[src/rtl/sgcf_params.svh]
// Constants of the serial gate control and fault port
// Assumes a 50 MHz system clock and microsecond fault timebase
`ifndef SGCF_PARAMS_SVH
`define SGCF_PARAMS_SVH

// Clock and timebase
`define SGCF_CLK_NS 20
`define SGCF_TICK_NS 1000
`define SGCF_TICK_CYC (`SGCF_TICK_NS / `SGCF_CLK_NS)
`define SGCF_US_PER_MS 1000

// Frame layout: gate bits, deglitch select bits, sleep bit
`define SGCF_GATE_MSB 7
`define SGCF_GATE_LSB 4
`define SGCF_SEL_MSB 3
`define SGCF_SEL_LSB 1
`define SGCF_SLEEP_BIT 0
`define SGCF_FRAME_BITS 8

// Reset values
`define SGCF_SEL_RST 3'h0
`define SGCF_CTRL_RST 4'h0

// Fault codes, high bit then low bit
`define SGCF_CODE_OV 2'h0
`define SGCF_CODE_OL 2'h1
`define SGCF_CODE_OC 2'h2
`define SGCF_CODE_STG 2'h3

// Deglitch and retry times, indexed by the low two select bits
`define SGCF_STG_US_0 16
`define SGCF_STG_US_1 4
`define SGCF_STG_US_2 8
`define SGCF_STG_US_3 32
`define SGCF_STGL_US_0 120
`define SGCF_STGL_US_1 30
`define SGCF_STGL_US_2 60
`define SGCF_STGL_US_3 240
`define SGCF_OCOL_US_0 120
`define SGCF_OCOL_US_1 30
`define SGCF_OCOL_US_2 60
`define SGCF_OCOL_US_3 240
`define SGCF_RETRY_MS_0 16
`define SGCF_RETRY_MS_1 4
`define SGCF_RETRY_MS_2 8
`define SGCF_RETRY_MS_3 32

`endif

[src/rtl/sgcf_pkg.sv]
// Types shared by the serial gate control and fault port
// Assumes the constants header is compiled alongside
`default_nettype none
package sgcf_pkg;
    // Serial pins as sampled
    typedef struct packed {
        logic cs_n;
        logic sclk;
        logic sdi;
    } sgcf_pins_t;

    // Fault timer limits in microseconds
    typedef struct packed {
        logic [15:0] stg;
        logic [15:0] oc;
        logic [15:0] ol;
        logic [15:0] retry;
    } sgcf_limits_t;

    // Per-channel detector levels
    typedef struct packed {
        logic stg;
        logic oc;
        logic ol;
    } sgcf_det_t;
endpackage : sgcf_pkg
`default_nettype wire

[src/rtl/sgcf_chan_timer.sv]
// One channel of deglitch filters and auto-retry timer
// Assumes synchronised detector levels and a one-cycle microsecond tick
`default_nettype none
module sgcf_chan_timer
    import sgcf_pkg::*;
(
    input wire logic clk, // System clock
    input wire logic rst_n, // Synchronised reset, active low
    input wire logic tick, // One pulse per microsecond
    input wire logic restart, // Select changed, reload counters
    input wire sgcf_limits_t lim, // Selected durations
    input wire sgcf_det_t det, // Detector levels
    input wire logic on_cmd, // Channel commanded on
    input wire logic retry_mode, // Low selects auto-retry
    output sgcf_det_t evt, // Deglitched fault pulses
    output logic block // Gate held off by fault
);
    // All state of the channel
    typedef struct packed {
        logic [15:0] stg_cnt; // Short-to-ground filter
        logic [15:0] oc_cnt; // Over-current filter
        logic [15:0] ol_cnt; // Open-load filter
        logic [15:0] retry_cnt; // Auto-retry wait
        sgcf_det_t evt; // Event pulses
        logic block; // Gate held off
    } sgcf_tmr_t;

    sgcf_tmr_t st; // Current state
    sgcf_tmr_t next_st; // Next state

    // Filters count only while their condition holds unbroken
    always_comb begin
        next_st = st;
        next_st.evt = '0;
        if (restart) begin // Reload on new durations
            next_st.stg_cnt = '0;
            next_st.oc_cnt = '0;
            next_st.ol_cnt = '0;
            next_st.retry_cnt = '0;
        end else if (tick) begin
            // On-state faults filtered only while driving
            next_st.stg_cnt = (det.stg && on_cmd && !st.block) ? st.stg_cnt + 16'h1 : '0;
            next_st.oc_cnt = (det.oc && on_cmd && !st.block) ? st.oc_cnt + 16'h1 : '0;
            // Open load is an off-state check
            next_st.ol_cnt = (det.ol && !on_cmd) ? st.ol_cnt + 16'h1 : '0;
            next_st.retry_cnt = st.block ? st.retry_cnt + 16'h1 : '0;
            if (next_st.stg_cnt >= lim.stg && det.stg && on_cmd && !st.block) begin
                next_st.evt.stg = 1'b1;
                next_st.block = 1'b1;
                next_st.stg_cnt = '0;
            end else if (next_st.oc_cnt >= lim.oc && det.oc && on_cmd && !st.block) begin
                next_st.evt.oc = 1'b1;
                next_st.block = 1'b1;
                next_st.oc_cnt = '0;
            end
            if (next_st.ol_cnt >= lim.ol && det.ol && !on_cmd) begin
                next_st.evt.ol = 1'b1;
                next_st.ol_cnt = '0;
            end
            // Timer expiry re-enables only in auto-retry mode
            if (st.block && !retry_mode && next_st.retry_cnt >= lim.retry) begin
                next_st.block = 1'b0;
                next_st.retry_cnt = '0;
            end
        end
        // Dropping the command always re-arms; user may beat the retry duty
        if (!on_cmd) begin
            next_st.block = 1'b0;
            next_st.retry_cnt = '0;
        end
    end

    // State register
    always_ff @(posedge clk or negedge rst_n) begin
        if (!rst_n) begin
            st <= '0;
        end else begin
            st <= next_st;
        end
    end

    assign evt = st.evt;
    assign block = st.block;
endmodule // sgcf_chan_timer
`default_nettype wire

[src/rtl/sgcf_port.sv]
// Serial control and fault reporting port of a four-channel gate driver
// Assumes serial pins from a slower host; all pins are asynchronous
`default_nettype none
`include "sgcf_params.svh"
module sgcf_port
    import sgcf_pkg::*;
#(
    parameter int CHANNELS = 4 // Gate channels
) (
    input wire logic clk, // System clock, 50 MHz
    input wire logic rst_b, // Asynchronous reset, active low
    input wire logic cs_n, // Chip select pin, active low
    input wire logic sclk, // Serial clock pin
    input wire logic sdi, // Serial data in pin
    input wire logic [3:0] parallel_channel_inputs, // Direct gate commands
    input wire logic retry_mode_select, // Low selects auto-retry
    input wire logic supply_overvoltage, // Supply lockout detector
    input wire logic [3:0] short_ground_det, // Short-to-ground comparators
    input wire logic [3:0] overcurrent_det, // Over-current comparators
    input wire logic [3:0] open_load_det, // Open-load comparators
    output logic sdo, // Serial data out level
    output logic sdo_oe, // Serial data out enable
    output logic fault_interrupt_n_o, // Interrupt pin level, always low
    output logic fault_interrupt_n_oe, // Interrupt pin pulls low
    output logic [3:0] gate_drive_outputs, // Gate enables
    output logic [2:0] deglitch_sel, // Current deglitch select
    output logic sleep_state // Low-current sleep request
);
    // All state of the port except the reset release chain
    typedef struct packed {
        sgcf_pins_t pin_s1; // Pin sync, first stage
        sgcf_pins_t pin_s2; // Pin sync, second stage
        sgcf_pins_t pin_q; // Previous sample for edges
        logic [3:0] par_s1; // Parallel sync
        logic [3:0] par_s2;
        logic ar_s1; // Retry mode sync
        logic ar_s2;
        logic ov_s1; // Over-voltage sync
        logic ov_s2;
        logic [11:0] det_s1; // Detector sync
        logic [11:0] det_s2;
        logic [7:0] shift; // Shift and fault register
        logic [3:0] ctrl; // Output control buffer
        logic [2:0] sel; // Deglitch select
        logic sleep; // Sleep latch
        logic seen; // Clock rise seen this frame
        logic sdo; // Serial out level
        logic sdo_oe; // Serial out enable
        logic int_low; // Interrupt latched
        logic [3:0] gate; // Gate outputs
        logic [5:0] tick_cnt; // Microsecond divider
        logic tick; // Microsecond pulse
        logic restart; // Select changed
    } sgcf_st_t;

    localparam logic [5:0] TICK_LAST = 6'(`SGCF_TICK_CYC - 1); // Divider wrap

    logic [1:0] rst_sync; // Reset release chain
    logic rst_n; // Synchronised reset
    sgcf_st_t st; // Current state
    sgcf_st_t next_st; // Next state
    sgcf_det_t evt [CHANNELS]; // Deglitched events
    logic [CHANNELS-1:0] blk; // Channels held off
    sgcf_limits_t lim; // Selected durations
    logic cs_fall; // Select falling edge
    logic cs_rise; // Select rising edge
    logic sclk_rise; // Clock rising edge
    logic sclk_fall; // Clock falling edge
    logic [3:0] on_cmd; // Commanded gate state
    logic any_evt; // Any new fault event
    logic any_active; // Any channel held off, or lockout present

    // Reset released through two flip-flops
    always_ff @(posedge clk or negedge rst_b) begin
        if (!rst_b) begin
            rst_sync <= 2'h0;
        end else begin
            rst_sync <= {rst_sync[0], 1'b1};
        end
    end
    assign rst_n = rst_sync[1];

    // Edges from the settled samples only
    assign cs_fall = st.pin_q.cs_n && !st.pin_s2.cs_n;
    assign cs_rise = !st.pin_q.cs_n && st.pin_s2.cs_n;
    assign sclk_rise = !st.pin_s2.cs_n && !st.pin_q.sclk && st.pin_s2.sclk;
    assign sclk_fall = !st.pin_s2.cs_n && st.pin_q.sclk && !st.pin_s2.sclk;
    assign on_cmd = st.ctrl | st.par_s2;

    // Duration lookup from the select register
    always_comb begin
        lim = '0;
        case (st.sel[1:0])
            2'h0: begin
                lim.stg = st.sel[2] ? 16'(`SGCF_STGL_US_0) : 16'(`SGCF_STG_US_0);
                lim.oc = 16'(`SGCF_OCOL_US_0);
                lim.retry = 16'(`SGCF_RETRY_MS_0 * `SGCF_US_PER_MS);
            end
            2'h1: begin
                lim.stg = st.sel[2] ? 16'(`SGCF_STGL_US_1) : 16'(`SGCF_STG_US_1);
                lim.oc = 16'(`SGCF_OCOL_US_1);
                lim.retry = 16'(`SGCF_RETRY_MS_1 * `SGCF_US_PER_MS);
            end
            2'h2: begin
                lim.stg = st.sel[2] ? 16'(`SGCF_STGL_US_2) : 16'(`SGCF_STG_US_2);
                lim.oc = 16'(`SGCF_OCOL_US_2);
                lim.retry = 16'(`SGCF_RETRY_MS_2 * `SGCF_US_PER_MS);
            end
            default: begin
                lim.stg = st.sel[2] ? 16'(`SGCF_STGL_US_3) : 16'(`SGCF_STG_US_3);
                lim.oc = 16'(`SGCF_OCOL_US_3);
                lim.retry = 16'(`SGCF_RETRY_MS_3 * `SGCF_US_PER_MS);
            end
        endcase
        lim.ol = lim.oc;
    end

    // Per-channel filters and retry timers
    genvar gi;
    generate
        for (gi = 0; gi < CHANNELS; gi++) begin : g_chan
            sgcf_chan_timer u_tmr (
                .clk(clk),
                .rst_n(rst_n),
                .tick(st.tick),
                .restart(st.restart),
                .lim(lim),
                .det({st.det_s2[8 + gi], st.det_s2[4 + gi], st.det_s2[gi]}),
                .on_cmd(on_cmd[gi]),
                .retry_mode(st.ar_s2),
                .evt(evt[gi]),
                .block(blk[gi])
            );
        end
    endgenerate

    // Summary of fault activity
    always_comb begin
        // Lockout flags the interrupt with no channel code
        any_evt = st.ov_s2;
        any_active = st.ov_s2;
        for (int i = 0; i < CHANNELS; i++) begin
            any_evt = any_evt | (|evt[i]);
            any_active = any_active | blk[i];
        end
    end

    // Port sequencing, fault capture and gate drive
    always_comb begin
        next_st = st;
        next_st.pin_s1 = '{cs_n: cs_n, sclk: sclk, sdi: sdi};
        next_st.pin_s2 = st.pin_s1;
        next_st.pin_q = st.pin_s2;
        next_st.par_s1 = parallel_channel_inputs;
        next_st.par_s2 = st.par_s1;
        next_st.ar_s1 = retry_mode_select;
        next_st.ar_s2 = st.ar_s1;
        next_st.ov_s1 = supply_overvoltage;
        next_st.ov_s2 = st.ov_s1;
        next_st.det_s1 = {short_ground_det, overcurrent_det, open_load_det};
        next_st.det_s2 = st.det_s1;
        next_st.restart = 1'b0;
        // Microsecond timebase
        next_st.tick = (st.tick_cnt == TICK_LAST);
        next_st.tick_cnt = next_st.tick ? 6'h0 : st.tick_cnt + 6'h1;
        if (cs_fall) begin
            next_st.seen = 1'b0;
            next_st.sdo = st.shift[7];
            next_st.sdo_oe = 1'b1;
        end else if (sclk_rise) begin
            next_st.shift = {st.shift[6:0], st.pin_s2.sdi};
            next_st.seen = 1'b1;
        end else if (sclk_fall && st.seen) begin
            next_st.sdo = st.shift[7];
        end
        if (cs_rise) begin
            next_st.sdo_oe = 1'b0;
            next_st.shift = '0;
            if (st.seen) begin
                // First bit in lands on top and belongs to channel zero
                for (int i = 0; i < CHANNELS; i++) begin
                    next_st.ctrl[i] = st.shift[`SGCF_GATE_MSB - i];
                end
                next_st.sel = st.shift[`SGCF_SEL_MSB:`SGCF_SEL_LSB];
                next_st.sleep = st.shift[`SGCF_SLEEP_BIT];
                next_st.restart = (st.shift[`SGCF_SEL_MSB:`SGCF_SEL_LSB] != st.sel);
            end
        end
        // Idle register collects fault codes, set winning over re-arm
        if (st.pin_s2.cs_n) begin
            for (int i = 0; i < CHANNELS; i++) begin
                if (evt[i].stg) begin
                    next_st.shift[7 - 2 * i -: 2] = `SGCF_CODE_STG;
                end else if (evt[i].oc) begin
                    next_st.shift[7 - 2 * i -: 2] = `SGCF_CODE_OC;
                end else if (evt[i].ol) begin
                    next_st.shift[7 - 2 * i -: 2] = `SGCF_CODE_OL;
                end
            end
        end
        // Interrupt latch: refresh on select fall, new events always win
        next_st.int_low = (cs_fall ? any_active : st.int_low) | any_evt;
        // Lockout forces every gate off
        next_st.gate = st.ov_s2 ? 4'h0 : (on_cmd & ~blk);
    end

    // State register
    always_ff @(posedge clk or negedge rst_n) begin
        if (!rst_n) begin
            st <= '{pin_s1: '{cs_n: 1'b1, default: 1'b0}, pin_s2: '{cs_n: 1'b1, default: 1'b0},
                    pin_q: '{cs_n: 1'b1, default: 1'b0}, ctrl: `SGCF_CTRL_RST,
                    sel: `SGCF_SEL_RST, default: '0};
        end else begin
            st <= next_st;
        end
    end

    assign sdo = st.sdo;
    assign sdo_oe = st.sdo_oe;
    assign fault_interrupt_n_o = 1'b0;
    assign fault_interrupt_n_oe = st.int_low;
    assign gate_drive_outputs = st.gate;
    assign deglitch_sel = st.sel;
    assign sleep_state = st.sleep;

    // Output goes high impedance after select rises
    sdo_hiz_a: assert property (@(posedge clk) disable iff (!rst_n)
        cs_rise |=> !sdo_oe)
        else $error("serial out still enabled after select rise");

    // Fault MSB presented one cycle after select falls
    sdo_msb_a: assert property (@(posedge clk) disable iff (!rst_n)
        cs_fall |=> sdo_oe && sdo == $past(st.shift[7]))
        else $error("fault MSB not presented at select fall");

    // No second bit before a clock rise
    sdo_hold_a: assert property (@(posedge clk) disable iff (!rst_n)
        (sdo_oe && !st.seen && !cs_fall && !st.pin_s2.cs_n) |=> $stable(sdo))
        else $error("serial out advanced before first clock rise");

    // Shift takes input data on a clock rise
    shift_in_a: assert property (@(posedge clk) disable iff (!rst_n)
        (sclk_rise && !cs_rise && !cs_fall) |=>
            st.shift == {$past(st.shift[6:0]), $past(st.pin_s2.sdi)})
        else $error("shift register did not take input bit");

    // Control latched from the frame at select rise
    ctrl_latch_a: assert property (@(posedge clk) disable iff (!rst_n)
        (cs_rise && st.seen) |=> deglitch_sel == $past(st.shift[3:1])
            && st.ctrl == {$past(st.shift[4]), $past(st.shift[5]), $past(st.shift[6]),
            $past(st.shift[7])} && sleep_state == $past(st.shift[0]))
        else $error("control or sleep not latched at select rise");

    // Clockless frame leaves control untouched
    ctrl_keep_a: assert property (@(posedge clk) disable iff (!rst_n)
        (cs_rise && !st.seen) |=> $stable(st.ctrl) && $stable(deglitch_sel))
        else $error("control changed without a clock");

    // Select register starts at zero
    sel_reset_a: assert property (@(posedge clk)
        $rose(rst_n) |-> deglitch_sel == 3'h0)
        else $error("deglitch select not zero after reset");

    // Interrupt held until select falls
    int_latch_a: assert property (@(posedge clk) disable iff (!rst_n)
        (fault_interrupt_n_oe && !cs_fall) |=> fault_interrupt_n_oe)
        else $error("interrupt released without select fall");

    // Parallel input drives the gate with no serial activity
    par_gate_a: assert property (@(posedge clk) disable iff (!rst_n)
        (st.par_s2[0] && !blk[0] && !st.ov_s2) |=> gate_drive_outputs[0])
        else $error("parallel input did not drive gate");

    // Short-to-ground event recorded as code three
    stg_code_a: assert property (@(posedge clk) disable iff (!rst_n)
        (evt[0].stg && st.pin_s2.cs_n) |=> st.shift[7:6] == 2'h3)
        else $error("short-to-ground code not captured");
endmodule // sgcf_port
`default_nettype wire

[config.mk]
export PLATFORM = sky130hd
export DESIGN_NAME = sgcf_port
export DESIGN_NICKNAME = d
export VERILOG_FILES = /design/src/rtl/sgcf_pkg.sv /design/src/rtl/sgcf_chan_timer.sv /design/src/rtl/sgcf_port.sv
export VERILOG_INCLUDE_DIRS = /design/src /design/src/rtl
export SDC_FILE = /design/constraint.sdc
export NUM_CORES = 1
export LEC_CHECK = 0
export ABC_AREA = 1
export BUFFER_PORTS_ARGS = -buffer_cell sky130_fd_sc_hd__buf_2
export CELL_PAD_IN_SITES_DETAIL_PLACEMENT = 1
export CELL_PAD_IN_SITES_GLOBAL_PLACEMENT = 2
export CORE_ASPECT_RATIO = 2
export CORE_UTILIZATION = 38
export DETAILED_ROUTE_END_ITERATION = 8
export PLACE_DENSITY = 0.78
export SYNTH_ARGS = -nofsm -noshare
export SYNTH_HDL_FRONTEND = slang
export SYNTH_SLANG_ARGS = --single-unit
export TNS_END_PERCENT = 50
[constraint.sdc]
create_clock -name clk -period 12.9 [get_ports clk]
set_input_delay 1.935 -clock clk [delete_from_list [all_inputs] [get_ports clk]]
set_output_delay 1.935 -clock clk [all_outputs]
set_load 0.01 [all_outputs]
==> metrics.md <==
| Metric | Value |
|---|---|
| Worst-margin pin slew | `between 1 and 1.5 ns` |
| DRC | `0` |
| Vias | `around 21000` |
| Largest net degree at the start of global routing | `88` |
| Die Wd | `between 150 and 200 um` |
| Antenna-violating nets left | `0` |
| CTS Root Cell | `clkbuf_16` |
| Worst Path Arrival | `between 4 and 5 ns` |
| WP data required | `between 10 and 15 ns` |
| RSZ-0062 raised after global routing | `no` |
| # diodes | `0` |
| Cell count after synthesis | `about 3000` |
| Max Fanout on Critical Path | `17` |
| Post-layout util | `42.1%` |
| CP Launch Type | `flip-flop` |
| Clock Tree Buf Depth | `3` |
| Die area | `approximately 0.060 mm2` |
| GPL Wtd Cong | `about 0.83` |
| CTS H-Tree Depth | `2` |
| Top cells by count, synth | `723 x nand2_1, 411 x nor2_1, 362 x inv_1` |
| Post-synth EDFFs | `0` |
| Slowest cell delay on critical path | `0.66 ns` |
| Filler Cell Count | `around 7400` |
| FMAX | `roughly 0.24 GHz` |
| Mapped Area | `0.0223 mm2` |
| Peak VDD IR | `~0.000094 V` |
| CP endpoint kind | `flip-flop` |
| Share of cells above drive strength 1 | `~7.1%` |
| Routed wire length | `approximately 74000 um` |
| Max-slew violation count | `0` |
| Tmin final | `around 4.2 ns` |
| CP cell instances | `ha_1, buf_4, inv_1, buf_4, o21ai_0, ha_1, nand2_1, nor2_1, a21oi_1, nand4_1, nand2_1, nand3_4, nand3_1, o21ai_0` |
| Worst hold path class | `reg -> async` |
| Final setup vio count | `0` |
| Initial antenna violation count | `0` |
| Worst skew pair latency | `around 0.57 ns` |
| Pwr Total | `about 0.0027 W` |
| Synth Net Count | `approximately 3200` |
| Sequential area share after synthesis | `39.3%` |
| CTS Buf Count | `38` |
| Final Cycle Share | `32.2%` |
| Synth warnings | `0` |
| Core area | `between 0.05 and 0.06 mm2` |
| Worst Slack Setup Final | `between 8 and 9 ns` |
| Top-area cell type share of the netlist area | `just under 40%` |
| Status | `complete, no violations` |
| Initial DRC Count | `792` |
| Fin Setup TNS | `0 ns` |
| Post-CTS Setup Inserts | `0` |
| Critical path class | `reg -> reg` |
| Critical path's slowest cell | `o21ai_0` |
| Routed len/inst | `between 15 and 20 um` |
| Ports | `35` |
| Worst clock skew | `0.0272 ns` |
| DP Worst Slack | `slightly below 9 ns` |
| Synth-to-layout area growth | `9.54%` |
| Post_cts resized | `0` |
| Starting Density | `a little under two fifths` |
| CTS tree | `built` |
| Number of buffers inserted by port buffering | `33` |
| Rows | `125` |
| Synth area leaders | `dfrtp_1 39%, nand2_1 12%, ha_1 7.5%` |
| Total track usage | `approximately a quarter` |
| Nets | `approximately 3200` |
| Count leader, synth | `nand2_1` |
| Syn_area_per_cell | `7.26 um2` |
| Fin. Hold Viols | `0` |
| Power per standard cell area | `111 mW/mm2` |
| Leak pwr | `around 11 nW` |
| TritonRoute pass-1 iters | `5` |
| Max-slew headroom | `31.4%` |
| Post-DP HPWL | `54800 um` |
| Post-synthesis cell type count | `61` |
| Post-synth ARST share | `100%` |
| Clk sinks | `350` |
| Vias in the first global route | `between 20000 and 25000` |
| Final Hold Slack | `~0.20 ns` |
| Total gr overflow | `0` |
| First-pass GRT wire length | `around 120000 um` |
| Area leader, netlist | `dfrtp_1` |
| Max-cap viol count | `0` |
| Hold_buf cts | `0` |
| Die H | `around 340 um` |
| Clock slew seen by the registers of the worst setup and hold paths | `0.07 ns` |
| Flops & latches, synth | `350` |
| Main synth FF type | `dfrtp_1` |
| DR vias/cell | `~5.4` |
==> cells in the final DEF (no fill, tap or decap), types with 7 or more instances in the layout <==
cell       netlist  final
o22ai_1         35     35
buf_4           12     17
buf_2            9     33
o211ai_1        12     12
a21oi_1         97     97
clkinv_2         0     10
a211oi_1         8      8
o21ai_1         11     11
nor3_1         100    100
dfrtp_1        347    346
inv_1          362    362
nor3b_1          9      9
nor2_4          10     12
clkbuf_16        0     39
nor4_1          14     14
nand3_2         13     13
nor2_1         411    410
nor2_2          16     15
o21ai_0        212    212
xor2_1           9      9
nand2_1        723    723
inv_2           17     17
nand3_1        267    267
nor3_2           7      7
o31ai_1          7      7
nand4_1         71     71
nand2_2         14     14
ha_1           134    133
==> per-layer routing <==
layer / routed length [um] / track usage [%]
met5: 0 / 0
met4: 2520 / 9.37
met3: 1280 / 2.11
met2: 41800 / 51.6
met1: 28700 / 26.3
==> logic make-up after synthesis <==
kind of cell	share of synthesized area, %
flip-flops	39.3
buffers and inverters	8.32
AND/OR/NAND/NOR	33.8
adder cells (fa/ha/maj)	7.53
multiplexers	0.152
XOR/XNOR	0.432
other	0.0337
AO/OA/AOI/OAI	10.4
==> area by class of cell <==
cell class                      instances  area [um2]  share of cell area [%]
Clock inverter                         17         194                   0.795
Inverter                              383        1440                    5.90
Clock buffer                           51        1080                    4.43
Multi-Input combinational cell       2256       11700                    47.9
Sequential cell                       350        8770                    35.9
Tap cell                              762         953                    3.91
Timing Repair Buffer                   50         293                    1.20
==> path summary, 6_finish.rpt <==
kind                                       from  depth (start not counted)                endpoint  slack [ns]
max in group asynchronous           rst_sync[1]                          3  g_chan[3].u_tmr.st[40]        9.57
min in group clk                    next_st[63]                          0                  st[63]        0.35
worst min-delay path                rst_sync[1]                          0  g_chan[1].u_tmr.st[20]        0.20
worst min register to register      rst_sync[1]                          0  g_chan[1].u_tmr.st[20]        0.20
worst max-delay path            deglitch_sel[1]                         14  g_chan[3].u_tmr.st[41]        8.74
worst max register to register  deglitch_sel[1]                         14  g_chan[3].u_tmr.st[41]        8.74
==> through the flow <==
stage / instances / instance area [um2]
2_1_floorplan: 3070 / 22300
3_3_place_gp: 3801 / 23100
3_5_place_dp: 3801 / 23100
4_1_cts: 3869 / 24400
5_1_grt: 3869 / 24400
6_report: 3869 / 24400
==> where the power goes <==
group | internal (W) | leakage, nW | switching, W | total, W
sequential | 0.00112 | 4.74 | 0.0000201 | 0.00114
clock | 0.000670 | 0.631 | 0.000493 | 0.00116
combinational | 0.000112 | 5.87 | 0.000296 | 0.000408
==> worst max-delay path, delay by kind of cell (launching register included) <==
kind | cells | cell delay (ns)
AO/OA/AOI/OAI | 3 | 0.89
flip-flops | 1 | 0.54
AND/OR/NAND/NOR | 6 | 1.13
adder cells (fa/ha/maj) | 2 | 0.67
buffers and inverters | 3 | 0.72
==> state kept, by name (all words and copies together), names as in the netlist <==
signal,flops
g_chan.u_tmr.block,4
fault_interrupt_n_oe,1
sleep_state,1
rst_sync,2
g_chan.u_tmr.st,256
deglitch_sel,3
sdo_oe,1
st,41
next_st,24
g_chan.u_tmr.evt,12
sdo,1
gate_drive_outputs,4
Power figures use the tool's default switching activity.
